$ cat src/include/cis_pkg.sv
// Package of constants and types for the CPU interrupt sequencer.
// Notes on behaviour
// - The core runs on the undivided chip clock; no internal clock division.
// - A two-register ALU operation reads, computes and writes back in one cycle.
// - A source is serviced only when its own enable and the global enable are set.
// - The lowest vector wins among pending requests; reset highest, then external request zero.
// - Taking an interrupt clears the global enable; software may set it again to nest.
// - The return-from-handler instruction sets the global enable.
// - Vectoring to a flag-type handler clears that pending flag in hardware.
// - Writing one to a flag position clears it; writing zero leaves it.
// - A flag request raised while disabled stays latched until enabled or cleared.
// - Level requests ask for service only while their condition is present.
// - After a return, one main-program instruction runs before any interrupt.
// - The global-disable instruction blocks interrupts at once, same-cycle requests included.
// - After the global-enable instruction, the next instruction completes before any interrupt.
// - Interrupt entry takes at least four cycles, pushing the program counter.
// - A request during a multi-cycle instruction waits until that instruction completes.
// - Waking from sleep adds four cycles to the entry response.
// - A return takes four cycles, pops two bytes, raises the stack pointer by two.
// - Signature 0xD8 unlocks protected registers for the next four instruction cycles.
// - Interrupts are ignored while the protection window is open.
// - The guard register reads one in bit 0 while open; bits 7 to 1 read zero.
// - The stack pointer is 11 bits, grows downward; upper five high-byte bits read zero.
// - Pushing a return address lowers the stack pointer by two.
// - Hardware clears the global enable on entry; return sets it.
package cis_pkg;
  localparam int NUM_SRC = 8;
  localparam int SP_BITS = 11;
  localparam logic [5:0] ADDR_SP_LOW = 6'h3D;
  localparam logic [5:0] ADDR_SP_HIGH = 6'h3E;
  localparam logic [5:0] ADDR_GUARD = 6'h3C;
  localparam logic [5:0] ADDR_FLAGS = 6'h3B;
  localparam logic [5:0] ADDR_ENABLES = 6'h3A;
  localparam logic [7:0] GUARD_SIGNATURE = 8'hD8;
  localparam logic [10:0] SP_RESET = 11'h4FF;
  localparam logic [7:0] FLAGS_RESET = 8'h00;
  localparam logic [7:0] ENABLES_RESET = 8'h00;
  localparam logic [7:0] LEVEL_TYPE_MASK = 8'hC0;
  localparam logic [2:0] GUARD_WINDOW_CYCLES = 3'h4;
  localparam logic [2:0] ENTRY_CYCLES = 3'h4;
  localparam logic [2:0] WAKE_EXTRA_CYCLES = 3'h4;
  localparam logic [2:0] RETURN_CYCLES = 3'h4;
  localparam logic [10:0] RETURN_ADDR_BYTES = 11'h002;
  localparam int CLOCK_PERIOD_NS = 10;

  typedef struct packed {
    logic boundary;
    logic multi_cycle_busy;
    logic enable_instr;
    logic disable_instr;
    logic return_instr;
    logic call_instr;
    logic ret_instr;
    logic asleep;
  } cis_core_t;

  typedef struct packed {
    logic write;
    logic read;
    logic [5:0] addr;
    logic [7:0] wdata;
  } cis_io_t;
endpackage : cis_pkg

$ cat src/design/cis_priority.sv
`timescale 1ns/100ps
// Fixed priority picker: lowest index (lowest vector) wins.
module cis_priority
  import cis_pkg::*;
(
  input wire logic [NUM_SRC-1:0] i_request,
  output logic o_any,
  output logic [2:0] o_index
);
  always_comb
  begin
    o_any = 1'b0;
    o_index = 3'h0;
    for (int i = NUM_SRC - 1; i >= 0; i--)
    begin
      if (i_request[i])
      begin
        o_any = 1'b1;
        o_index = 3'(i);
      end
    end
  end
endmodule : cis_priority

$ cat src/design/cis_sequencer.sv
`timescale 1ns/100ps
// Interrupt entry and return sequencer with stack pointer and config guard.
module cis_sequencer
  import cis_pkg::*;
(
  input wire logic i_clock,
  input wire logic i_reset,
  input wire cis_core_t i_core,
  input wire cis_io_t i_io,
  input wire logic [NUM_SRC-1:0] i_event,
  input wire logic [NUM_SRC-1:0] i_level,
  output logic [7:0] o_rdata,
  output logic o_global_enable,
  output logic o_stall,
  output logic o_vector_valid,
  output logic [2:0] o_vector,
  output logic o_push_pc,
  output logic o_pop_pc,
  output logic o_resume,
  output logic o_guard_open,
  output logic o_protected_write_ok,
  output logic [SP_BITS-1:0] o_stack_pointer
);
  // The core clock is used as is; no divider exists in this block.
  // ALU timing lives in the datapath; boundary marks a completed instruction.

  typedef enum {ST_RUN, ST_WAKE, ST_ENTRY, ST_RETURN} cis_state_t;
  cis_state_t state;
  logic [2:0] count;
  logic [7:0] flags;
  logic [7:0] enables;
  logic global_enable;
  logic hold_one;
  logic [2:0] guard_count;
  logic [SP_BITS-1:0] sp;
  logic [NUM_SRC-1:0] request;
  logic any_req;
  logic [2:0] pick;
  logic take;
  logic guard_hit;
  logic [7:0] flag_clear_sw;
  logic [7:0] flag_clear_hw;

  function automatic logic io_wr(input cis_io_t io, input logic [5:0] a);
    io_wr = io.write && io.addr == a;
  endfunction : io_wr

  // ---------------------------------------------------------------
  // Request gating
  // ---------------------------------------------------------------
  // Level sources bypass the flag store, so a vanished level never fires.
  assign request = ((flags & ~LEVEL_TYPE_MASK) | (i_level & LEVEL_TYPE_MASK))
    & enables;

  cis_priority u_priority
  (
    .i_request(request),
    .o_any(any_req),
    .o_index(pick)
  );

  // Disable instruction in the same cycle blocks the take outright.
  assign take = state == ST_RUN && any_req && global_enable && !i_core.disable_instr
    && i_core.boundary && !i_core.multi_cycle_busy && !hold_one
    && guard_count == 3'h0 && !i_core.return_instr;

  // ---------------------------------------------------------------
  // Flags
  // ---------------------------------------------------------------
  always_comb
  begin
    flag_clear_sw = io_wr(i_io, ADDR_FLAGS) ? i_io.wdata : 8'h00;
    flag_clear_hw = 8'h00;
    if (take)
    begin
      flag_clear_hw[pick] = 1'b1;
    end
  end

  always_ff @(posedge i_clock)
  begin
    if (i_reset)
    begin
      flags <= FLAGS_RESET;
    end
    else
    begin
      // A new event wins over either clear.
      flags <= ((flags & ~(flag_clear_sw | flag_clear_hw)) | i_event)
        & ~LEVEL_TYPE_MASK;
    end
  end

  always_ff @(posedge i_clock)
  begin
    if (i_reset)
    begin
      enables <= ENABLES_RESET;
    end
    else if (io_wr(i_io, ADDR_ENABLES))
    begin
      enables <= i_io.wdata;
    end
  end

  // ---------------------------------------------------------------
  // Global enable and instruction boundary holds
  // ---------------------------------------------------------------
  always_ff @(posedge i_clock)
  begin
    if (i_reset)
    begin
      global_enable <= 1'b0;
    end
    else if (take)
    begin
      global_enable <= 1'b0;
    end
    else if (state == ST_RETURN && count == 3'h1)
    begin
      global_enable <= 1'b1;
    end
    else if (i_core.disable_instr)
    begin
      global_enable <= 1'b0;
    end
    else if (i_core.enable_instr)
    begin
      global_enable <= 1'b1;
    end
  end

  // After an enable or a return, the next instruction must finish first.
  always_ff @(posedge i_clock)
  begin
    if (i_reset)
    begin
      hold_one <= 1'b0;
    end
    else if (i_core.enable_instr || (state == ST_RETURN && count == 3'h1))
    begin
      hold_one <= 1'b1;
    end
    else if (state == ST_RUN && i_core.boundary)
    begin
      hold_one <= 1'b0;
    end
  end

  // ---------------------------------------------------------------
  // Entry and return sequencing
  // ---------------------------------------------------------------
  always_ff @(posedge i_clock)
  begin
    if (i_reset)
    begin
      state <= ST_RUN;
      count <= 3'h0;
    end
    else
    begin
      case (state)
        ST_RUN:
        begin
          if (take && i_core.asleep)
          begin
            state <= ST_WAKE;
            count <= WAKE_EXTRA_CYCLES;
          end
          else if (take)
          begin
            state <= ST_ENTRY;
            count <= ENTRY_CYCLES;
          end
          else if (i_core.return_instr)
          begin
            state <= ST_RETURN;
            count <= RETURN_CYCLES;
          end
        end
        ST_WAKE:
        begin
          if (count == 3'h1)
          begin
            state <= ST_ENTRY;
            count <= ENTRY_CYCLES;
          end
          else
          begin
            count <= count - 3'h1;
          end
        end
        ST_ENTRY, ST_RETURN:
        begin
          if (count == 3'h1)
          begin
            state <= ST_RUN;
          end
          count <= count - 3'h1;
        end
        default:
        begin
          state <= ST_RUN;
        end
      endcase
    end
  end

  always_ff @(posedge i_clock)
  begin
    if (i_reset)
    begin
      o_vector <= 3'h0;
    end
    else if (take)
    begin
      o_vector <= pick;
    end
  end

  // ---------------------------------------------------------------
  // Stack pointer
  // ---------------------------------------------------------------
  always_ff @(posedge i_clock)
  begin
    if (i_reset)
    begin
      sp <= SP_RESET;
    end
    else if ((state == ST_ENTRY && count == ENTRY_CYCLES) || i_core.call_instr)
    begin
      sp <= sp - RETURN_ADDR_BYTES;
    end
    else if ((state == ST_RETURN && count == RETURN_CYCLES) || i_core.ret_instr)
    begin
      sp <= sp + RETURN_ADDR_BYTES;
    end
    else if (io_wr(i_io, ADDR_SP_LOW))
    begin
      sp[7:0] <= i_io.wdata;
    end
    else if (io_wr(i_io, ADDR_SP_HIGH))
    begin
      sp[10:8] <= i_io.wdata[2:0];
    end
  end

  // ---------------------------------------------------------------
  // Configuration change guard
  // ---------------------------------------------------------------
  assign guard_hit = io_wr(i_io, ADDR_GUARD) && i_io.wdata == GUARD_SIGNATURE;

  always_ff @(posedge i_clock)
  begin
    if (i_reset)
    begin
      guard_count <= 3'h0;
    end
    else if (guard_hit)
    begin
      guard_count <= GUARD_WINDOW_CYCLES;
    end
    else if (guard_count != 3'h0 && i_core.boundary)
    begin
      guard_count <= guard_count - 3'h1;
    end
  end

  // ---------------------------------------------------------------
  // Read data and outputs
  // ---------------------------------------------------------------
  always_ff @(posedge i_clock)
  begin
    if (i_reset)
    begin
      o_rdata <= 8'h00;
    end
    else if (i_io.read)
    begin
      if (i_io.addr == ADDR_SP_LOW)
        o_rdata <= sp[7:0];
      else if (i_io.addr == ADDR_SP_HIGH)
        o_rdata <= {5'h00, sp[10:8]};
      else if (i_io.addr == ADDR_GUARD)
        o_rdata <= {7'h00, guard_count != 3'h0};
      else if (i_io.addr == ADDR_FLAGS)
        o_rdata <= flags;
      else if (i_io.addr == ADDR_ENABLES)
        o_rdata <= enables;
      else
        o_rdata <= 8'h00;
    end
  end

  assign o_global_enable = global_enable;
  assign o_stall = state != ST_RUN;
  assign o_vector_valid = state == ST_ENTRY && count == 3'h1;
  assign o_push_pc = state == ST_ENTRY && count == ENTRY_CYCLES;
  assign o_pop_pc = state == ST_RETURN && count == RETURN_CYCLES;
  assign o_resume = state == ST_RETURN && count == 3'h1;
  assign o_guard_open = guard_count != 3'h0;
  assign o_protected_write_ok = guard_count != 3'h0;
  assign o_stack_pointer = sp;
endmodule : cis_sequencer

$ cat config.mk
export PLATFORM = sky130hd
export DESIGN_NAME = cis_sequencer
export DESIGN_NICKNAME = d
export VERILOG_FILES = /design/src/include/cis_pkg.sv /design/src/design/cis_priority.sv /design/src/design/cis_sequencer.sv
export SDC_FILE = /design/constraint.sdc
export NUM_CORES = 1
export LEC_CHECK = 0
export ABC_AREA = 1
export BUFFER_PORTS_ARGS = -buffer_cell sky130_fd_sc_hd__buf_2
export CORE_ASPECT_RATIO = 0.7
export CORE_MARGIN = 5
export CORE_UTILIZATION = 45
export CTS_CLUSTER_SIZE = 30
export DETAILED_ROUTE_END_ITERATION = 10
export GPL_ROUTABILITY_DRIVEN = 0
export PLACE_DENSITY = 0.76
export SETUP_SLACK_MARGIN = 0.3
export SLEW_MARGIN = 30
export SYNTH_ARGS = -nofsm -noshare
export SYNTH_HDL_FRONTEND = slang
export SYNTH_HIERARCHICAL = 1
export SYNTH_SLANG_ARGS = --single-unit
$ cat constraint.sdc
create_clock -name i_clock -period 1.9 [get_ports i_clock]
set_input_delay 0.19 -clock i_clock [delete_from_list [all_inputs] [get_ports i_clock]]
set_output_delay 0.19 -clock i_clock [all_outputs]
set_load 0.01 [all_outputs]
==> summary.md, run 1 <==
| Metric | Value |
|---|---|
| Status | `complete, no violations` |
| CTS Buf Count | `5` |
| Post-Synthesis Cells | `a little under 500` |
| Port Buffer Count | `63` |
| Register area share after synthesis | `0.306` |
| Worst Path Required | `between 2 and 2.5 ns` |
| Final WL | `9.39 mm` |
| Clock Latency Late Sink | `approximately 0.32 ns` |
| Mapped cell area | `between 3000 and 4000 µm²` |
| Dominant synthesized flop cell | `dfxtp_1` |
| Syn_nets | `around 540` |
| Yosys warnings | `6` |
| Yosys top cell by area | `dfxtp_1` |
| Post-synthesis cell type count | `32` |
| Via/cell ratio | `roughly 5.3` |
| Final worst path period share | `0.898` |
| CTS Buffer Depth | `2` |
| Antenna-violating nets left | `0` |
| Main area contributors after synthesis | `dfxtp_1, nand2_1, inv_1` |
| DRT Pass-1 Iters | `5` |
| Syn_area_per_cell | `just over 6 µm²` |
| Final #Nets | `628` |
| Initial antenna violation count | `0` |
| Die Area | `~8500 µm²` |
| Largest net degree at the start of global routing | `17` |
| DRC errors left | `0` |
| Worst-Margin Slew | `0.436 ns` |
| Overall Global Routing Usage | `0.214` |
| Max Clock Skew | `about 0.015 ns` |
| Clock tree sinks | `46` |
| Routed len/inst | `~14 µm` |
| Final hold viol count | `0` |
| Clock root cell | `clkbuf_8` |
| CP Max Fanout | `5` |
| TNS Setup | `0 ns` |
| Die Y | `~78 µm` |
| # H-tree levels | `2` |
| Row count | `25` |
| Ys async rst share | `0` |
| Die Width | `between 100 and 150 µm` |
| Starting density of the core | `0.454` |
| #FFs+latches synth | `46` |
| Core footprint | `6630 µm²` |
| CTS tree | `done` |
| Maximum vdd drop | `~0.39 mV` |
| HP Class | `in -> reg` |
| First-pass GRT wire length | `14.6 mm` |
| DR vias | `around 3.5k` |
| EDFF count, synth | `0` |
| Max Clk Rate | `roughly 0.59 GHz` |
| Hpwl dp | `about 6.7 mm` |
| Share of Yosys cell area claimed by the top area cell type | `0.306` |
| GR Overflow Total | `0` |
| Leakage | `between 1.5 and 2 nW` |
| Number of global-route vias before repair | `~3.1k` |
| 1st-iter DRT viols | `between 300 and 400` |
| Critical path class | `reg -> reg` |
| Crit path time final | `between 1.5 and 2 ns` |
| Worst EP arrival | `around 2.0 ns` |
| Total power | `~3.1 mW` |
| Register clock-pin slew on the reported worst setup and hold paths | `0.10 ns` |
| Power per Cell Area | `just under 800 nW/µm²` |
| Area grow syn2layout | `31.2%` |
| Startpoint types | `flop` |
| Final setup viols | `0` |
| Share of cells above drive strength 1 | `0.303` |
| IO Pins | `72` |
| Antenna cell count | `0` |
| Slew Viols, Final | `0` |
| Crit end category | `flop` |
| Rel. slew slack | `0.709` |
| # hold bufs at CTS | `0` |
| RSZ-0062 raised after global routing | `true` |
| Max cap viols | `0` |
[cell type report]
cell class,instances,area (µm²)
fillers,658,2680
multi-input cells,352,1900
flip-flops and latches,46,938
repair buffers,93,556
inverters,81,304
well taps,94,118
clock buffers,5,68.8
clock inverters,3,68.8
[where the power goes]
group / total [mW] / switching [mW] / internal (mW)
registers: 1.17 / 0.0987 / 1.07
clock network: 0.899 / 0.372 / 0.528
logic: 1.01 / 0.611 / 0.395
total: 3.07 / 1.08 / 1.99
[synth_stat cells (3+ instances only)]
cell        n
buf_2       3
inv_2       3
nor3_1      9
clkbuf_1    8
dfxtp_1    46
nand4_1     7
inv_1      78
nor2_4      4
nand2_2     4
nand3_1    55
buf_6       3
a21oi_1    26
ha_1        7
nand2_1   124
xor2_1      5
o21ai_0    39
nor2_1     53
[through the flow]
stage / instance area, µm² / setup slack [ns] / hold WS (ns) / instances / utilization
6_report: 3950 / 0.194 / 0.115 / 674 / 0.596
5_1_grt: 3950 / 0.117 / 0.111 / 674 / 0.596
4_1_cts: 3670 / 0.180 / 0.102 / 658 / 0.553
3_5_place_dp: 3400 / 0.111 / 0.437 / 641 / 0.513
3_3_place_gp: 3400 / 0.195 / 0.430 / 641 / 0.513
2_1_floorplan: 3010 / 0.354 / 0.324 / 493 / -
[routing by layer]
| metal | vias up | part of all wire | GRT usage |
|---|---|---|---|
| li1 | 1738 | - | - |
| met1 | 1602 | 0.46 | 0.314 |
| met2 | 183 | 0.44 | 0.316 |
| met3 | 19 | 0.092 | 0.0460 |
| met4 | 0 | 0.013 | 0.0530 |
| met5 | - | 0 | 0 |
[placed cells by master, fill, tap and decap left out, types with 2 or more instances in the layout]
master	netlist	final
nand3_2	0	7
nand2_1	124	114
dfxtp_2	0	14
buf_4	2	26
dfxtp_1	46	32
nor2_2	2	5
nor3_1	9	8
nand3_1	55	48
buf_2	3	63
xor2_1	5	5
bufinv_16	0	2
buf_6	3	4
ha_1	7	6
inv_2	3	12
a21oi_1	26	22
o21ai_0	39	38
inv_1	78	69
o21ai_1	2	2
o21bai_4	2	2
a21oi_2	0	3
nand2_2	4	10
nor2_4	4	8
clkbuf_8	0	5
nand4_1	7	7
nand2_4	0	5
nor2_1	53	47
[path summary, 6_finish.rpt]
check / from / to / slack, ns / cells after the start
worst max-delay path: flags[2] / o_vector[2] / 0.19 / 13
worst min-delay path: i_event[2] / flags[2] / 0.11 / 3
worst max register to register: flags[2] / o_vector[2] / 0.19 / 13
worst min register to register: enables[7] / enables[7] / 0.48 / 2
[cell families (layout without fill, tap and decap cells)]
logic type | Yosys count | after routing | synth area share
buffers and inverters | 97 | 182 | 0.132
AND/OR/NAND/NOR | 265 | 267 | 0.385
flip-flops | 46 | 46 | 0.306
AO/OA/AOI/OAI | 72 | 72 | 0.130
adder cells (fa/ha/maj) | 7 | 7 | 0.0291
XOR/XNOR | 6 | 6 | 0.0174
[critical path, cell delays in order (launching register included)]
cell and delay, ns:
dfxtp_2 0.36, nand2_2 0.07, inv_2 0.05, inv_2 0.05, nand4_1 0.12, inv_1 0.06
nand2_2 0.08, nand3_2 0.08, nor2_4 0.13, nand2_4 0.10, nor2_4 0.22, buf_4 0.16
o21ai_1 0.05, a21oi_1 0.11
[registers in the layout, indices dropped and copies added, names as in the netlist]
signal / flops
count: 3
hold_one: 1
o_vector: 3
guard_count: 3
flags: 6
o_rdata: 8
o_stack_pointer: 11
enables: 8
state: 2
o_global_enable: 1
[repair_timing]
action / 4_1_cts / 5_1_grt
pin swaps: 9 / 22
resized for setup: 22 / 52
cloned: 1 / 1
endpoints found under the setup margin: 22 / 32
buffers inserted: 8 / 15
No activity file was read; power rests on OpenSTA's default activity.
==> run 2, diff against run 1 <==
Settings changed: ABC_AREA 1 to not set, PLACE_DENSITY 0.76 to 0.74.
==> summary.md, run 2 <==
| Metric | Value |
|---|---|
| Startpoint types | `flop` |
| Hpwl dp | `6.79 mm (+2.0%)` |
| Worst Path Required | `2.07 ns (-0.07 ns)` |
| Die Area | `8210 µm² (-2.9%)` |
| Cell Int Power | `2.25 mW (+13%)` |
| Post-synth top cells | `dfxtp_1, nor2_1, nand2_1` |
| Top cell family by delay on the critical path | `simple AND/OR/NAND/NOR gates` |
| Via/cell ratio | `6.15 (+17%)` |
| GR Overflow Total | `0 (unchanged)` |
| Max cap viols | `0 (unchanged)` |
| Fillcell total | `511 (-22%)` |
| Critical path's slowest cell | `or4_4` |
| Ys async rst share | `0 (unchanged)` |
| Placed Area | `3490 µm² (+2.5%)` |
| Syn_nets | `413 (-24%)` |
| Routed len/inst | `18.6 µm (+34%)` |
| Final setup margin | `-0.00311 ns (-0.197 ns)` |
| Register clock-pin slew on the reported worst setup and hold paths | `0.09 ns (about the same)` |
| Flop pwr share | `0.348 (-0.032)` |
| Switching portion of total power | `0.341 (-0.0113)` |
| Slowest stage delay, CP | `0.54 ns (+0.18 ns)` |
| Yosys warnings | `6 (unchanged)` |
| Overall Global Routing Usage | `0.233 (+0.0188)` |
| Leakage | `1.79 nW (-10%)` |
| Max Clk Rate | `0.525 GHz (-10%)` |
| Main area contributors after synthesis | `dfxtp_1, nor2_1, mux2i_1` |
| First-pass GRT wire length | `15.5 mm (+6.4%)` |
| DR vias | `3358 (-5.2%)` |
| Syn_area_per_cell | `8.01 µm² (+31%)` |
| Final worst path period share | `1.00 (+0.104)` |
| #FFs+latches synth | `46 (unchanged)` |
| Design Area, Final | `4210 µm² (+6.6%)` |
| # hold bufs at CTS | `0 (unchanged)` |
| Clock tree sinks | `46 (unchanged)` |
| Synth Area in XOR/XNOR | `0.0240 (+0.00660)` |
| Share of cells above drive strength 1 | `0.489 (+0.186)` |
| Post-Synth Simple-Gate Area | `0.280 (-0.105)` |
| Area grow syn2layout | `44.5%` |
| Register area | `951 µm² (+1.3%)` |
| Largest net degree at the start of global routing | `48 (+31)` |
| Power per Cell Area | `809 nW/µm² (+4.1%)` |
| Status | `complete, but fails checks` |
| Post-Synthesis Cells | `364 (-26%)` |
| Antenna cell count | `0 (unchanged)` |
| Maximum vdd drop | `0.550 mV (+43%)` |
| Port Buffer Count | `63 (unchanged)` |
| Synth Area in Adders | `0.0301 (+0.000974)` |
| Die Y | `77.3 µm (-1.4%)` |
| Crit path time final | `1.90 ns (+0.197 ns)` |
| Share of Yosys cell area claimed by the top area cell type | `0.316 (+0.0102)` |
| Max FFs per register | `11 (unchanged)` |
| # H-tree levels | `2 (unchanged)` |
| Number of global-route vias before repair | `3188 (+1.6%)` |
| CP Cell Sequence | `and2_4, nor4_4, buf_4, nor2b_4, or4_4, a31oi_1, nor2_1` |
| Worst EP arrival | `2.07 ns (+0.12 ns)` |
| P_sw | `1.16 mW (+7.4%)` |
| Most frequent cells in the layout | `buf_2, buf_4, nor2_1` |
| Crit end category | `flop` |
| CP Max Fanout | `6 (+1)` |
| IO Pins | `72 (unchanged)` |
| Slew Viols, Final | `0 (unchanged)` |
| Mux share of post-synthesis cell area | `0.0378 (+0.0378)` |
| Max Clock Skew | `0.00251 ns (-0.0129 ns)` |
| Pre-CTS setup slack | `0.0115 ns (-0.0994 ns)` |
| Final WL | `10.2 mm (+8.4%)` |
| Core footprint | `6250 µm² (-5.8%)` |
| Mapped cell area | `2910 µm² (-3.2%)` |
| Dominant synthesized flop cell | `dfxtp_1` |
| Most instantiated library cell after synthesis | `dfxtp_1` |
| Area occupied by multi-input gates | `2140 µm² (+13%)` |
| DRC errors left | `0 (unchanged)` |
| Critical path class | `reg -> reg` |
| 1st-iter DRT viols | `408 (+32%)` |
| RSZ-0062 raised after global routing | `true` |
| Final hold viol count | `0 (unchanged)` |
| HP Class | `in -> reg` |
| Die Width | `106 µm (-1.5%)` |
| DRT Pass-1 Iters | `5 (unchanged)` |
| Row count | `24 (-4.0%)` |
| Clock root cell | `clkbuf_8` |
| Main combinational cell family by area after synthesis | `simple AND/OR/NAND/NOR gates` |
| Worst-Margin Slew | `0.919 ns (+0.483 ns)` |
| Power share of the combinational group | `0.381 (+0.053)` |
| Final #Nets | `516 (-18%)` |
| Compound-Gate Fraction of Synth Area | `0.240 (+0.110)` |
| Failing checks | `negative setup slack` |
| Starting density of the core | `0.467 (+0.0124)` |
| CTS tree | `done` |
| Register area share after synthesis | `0.316 (+0.0102)` |
| Post-synthesis cell type count | `69 (+120%)` |
| Rel. slew slack | `0.387 (-0.322)` |
| Clock Latency Late Sink | `0.31 ns (about the same)` |
| CP bufs+invs | `1 (-3)` |
| Final setup viols | `1 (+1)` |
| Antenna-violating nets left | `0 (unchanged)` |
| Yosys top cell by area | `dfxtp_1` |
| EDFF count, synth | `0 (unchanged)` |
| Commonest non-fill, non-tap cell in the layout | `buf_2` |
| Clock Power Share | `0.271 (-0.022)` |
| CTS Buffer Depth | `2 (unchanged)` |
| Initial antenna violation count | `0 (unchanged)` |
| CTS Buf Count | `5 (unchanged)` |
run 2: cell count changes after synthesis, moves of 7 or more:
cell      previous run  this run
a211oi_1             0        12
and2_1               1         9
inv_1               78        16
mux2i_1              0        11
nand2_1            124        26
nand3_1             55        16
nor2_1              53        45
nor2b_1              0         7
o21ai_0             39        13
run 2: logic make-up (layout without fill, tap and decap cells):
| group | after synthesis | count (layout) |
|---|---|---|
| compound gates | 99 | 99 |
| xor+xnor | 8 | 8 |
| fa+ha+maj | 7 | 7 |
| buf+inv | 42 | 146 |
| flops | 46 | 46 |
| mux | 11 | 11 |
| simple gates | 151 | 151 |
run 2: cell type report:
class | instances | share of cell area
well taps | 78 | 0.0232
repair buffers | 122 | 0.193
multi-input cells | 276 | 0.509
inverters | 16 | 0.0154
clock buffers | 6 | 0.0196
clock inverters | 2 | 0.0143
flip-flops and latches | 46 | 0.226
run 2: routing by layer:
metal  up-vias  share of wire  wire length (µm)  global-route usage
met1      1624           0.42              4220               0.301
met5         -              0                 0                   0
met3        27          0.092               939              0.0629
li1       1540              -                 -                   -
met4         0          0.021               218              0.0763
met2       167           0.47              4790               0.377
run 2: metrics by stage:
| stage | util | TNS [ns] | std cells | hold WS, ns | power [mW] |
|---|---|---|---|---|---|
| 6_report | 0.674 | -0.00311 | 546 | 0.0835 | 3.41 |
| 5_1_grt | 0.674 | -0.308 | 546 | 0.0733 | 3.57 |
| 4_1_cts | 0.634 | 0 | 535 | 0.0894 | 3.21 |
| 3_5_place_dp | 0.558 | 0 | 507 | 0.410 | 2.18 |
| 3_3_place_gp | 0.558 | 0 | 507 | 0.395 | 2.13 |
| 2_1_floorplan | - | 0 | 364 | 0.307 | 1.87 |
run 2: worst paths after layout:
path / from / end / slack, ns / cells after the start
max: enables[4] / flags[0] / -0.003 / 7
min: i_core[0] / state[1] / 0.08 / 2
max reg2reg: enables[4] / flags[0] / -0.003 / 7
min reg2reg: o_vector[1] / o_vector[1] / 0.46 / 2
run 2: repair_timing:
action	in CTS	in global routing
pin swaps	26	36
cloned	0	1
gates resized for setup	54	49
endpoints found under the setup margin	25	33
endpoints found under the hold margin	0	0
setup buffers	20	10
run 2: power groups by stage:
stage                     combinational [mW]  sequential [mW]  clock, mW
final                                   1.30             1.19      0.922
after global placement                 0.942             1.19          0
after detailed placement               0.990             1.19          0
after CTS                               1.11             1.18      0.927
after global routing                    1.40             1.20      0.974
after floorplan                        0.709             1.16          0
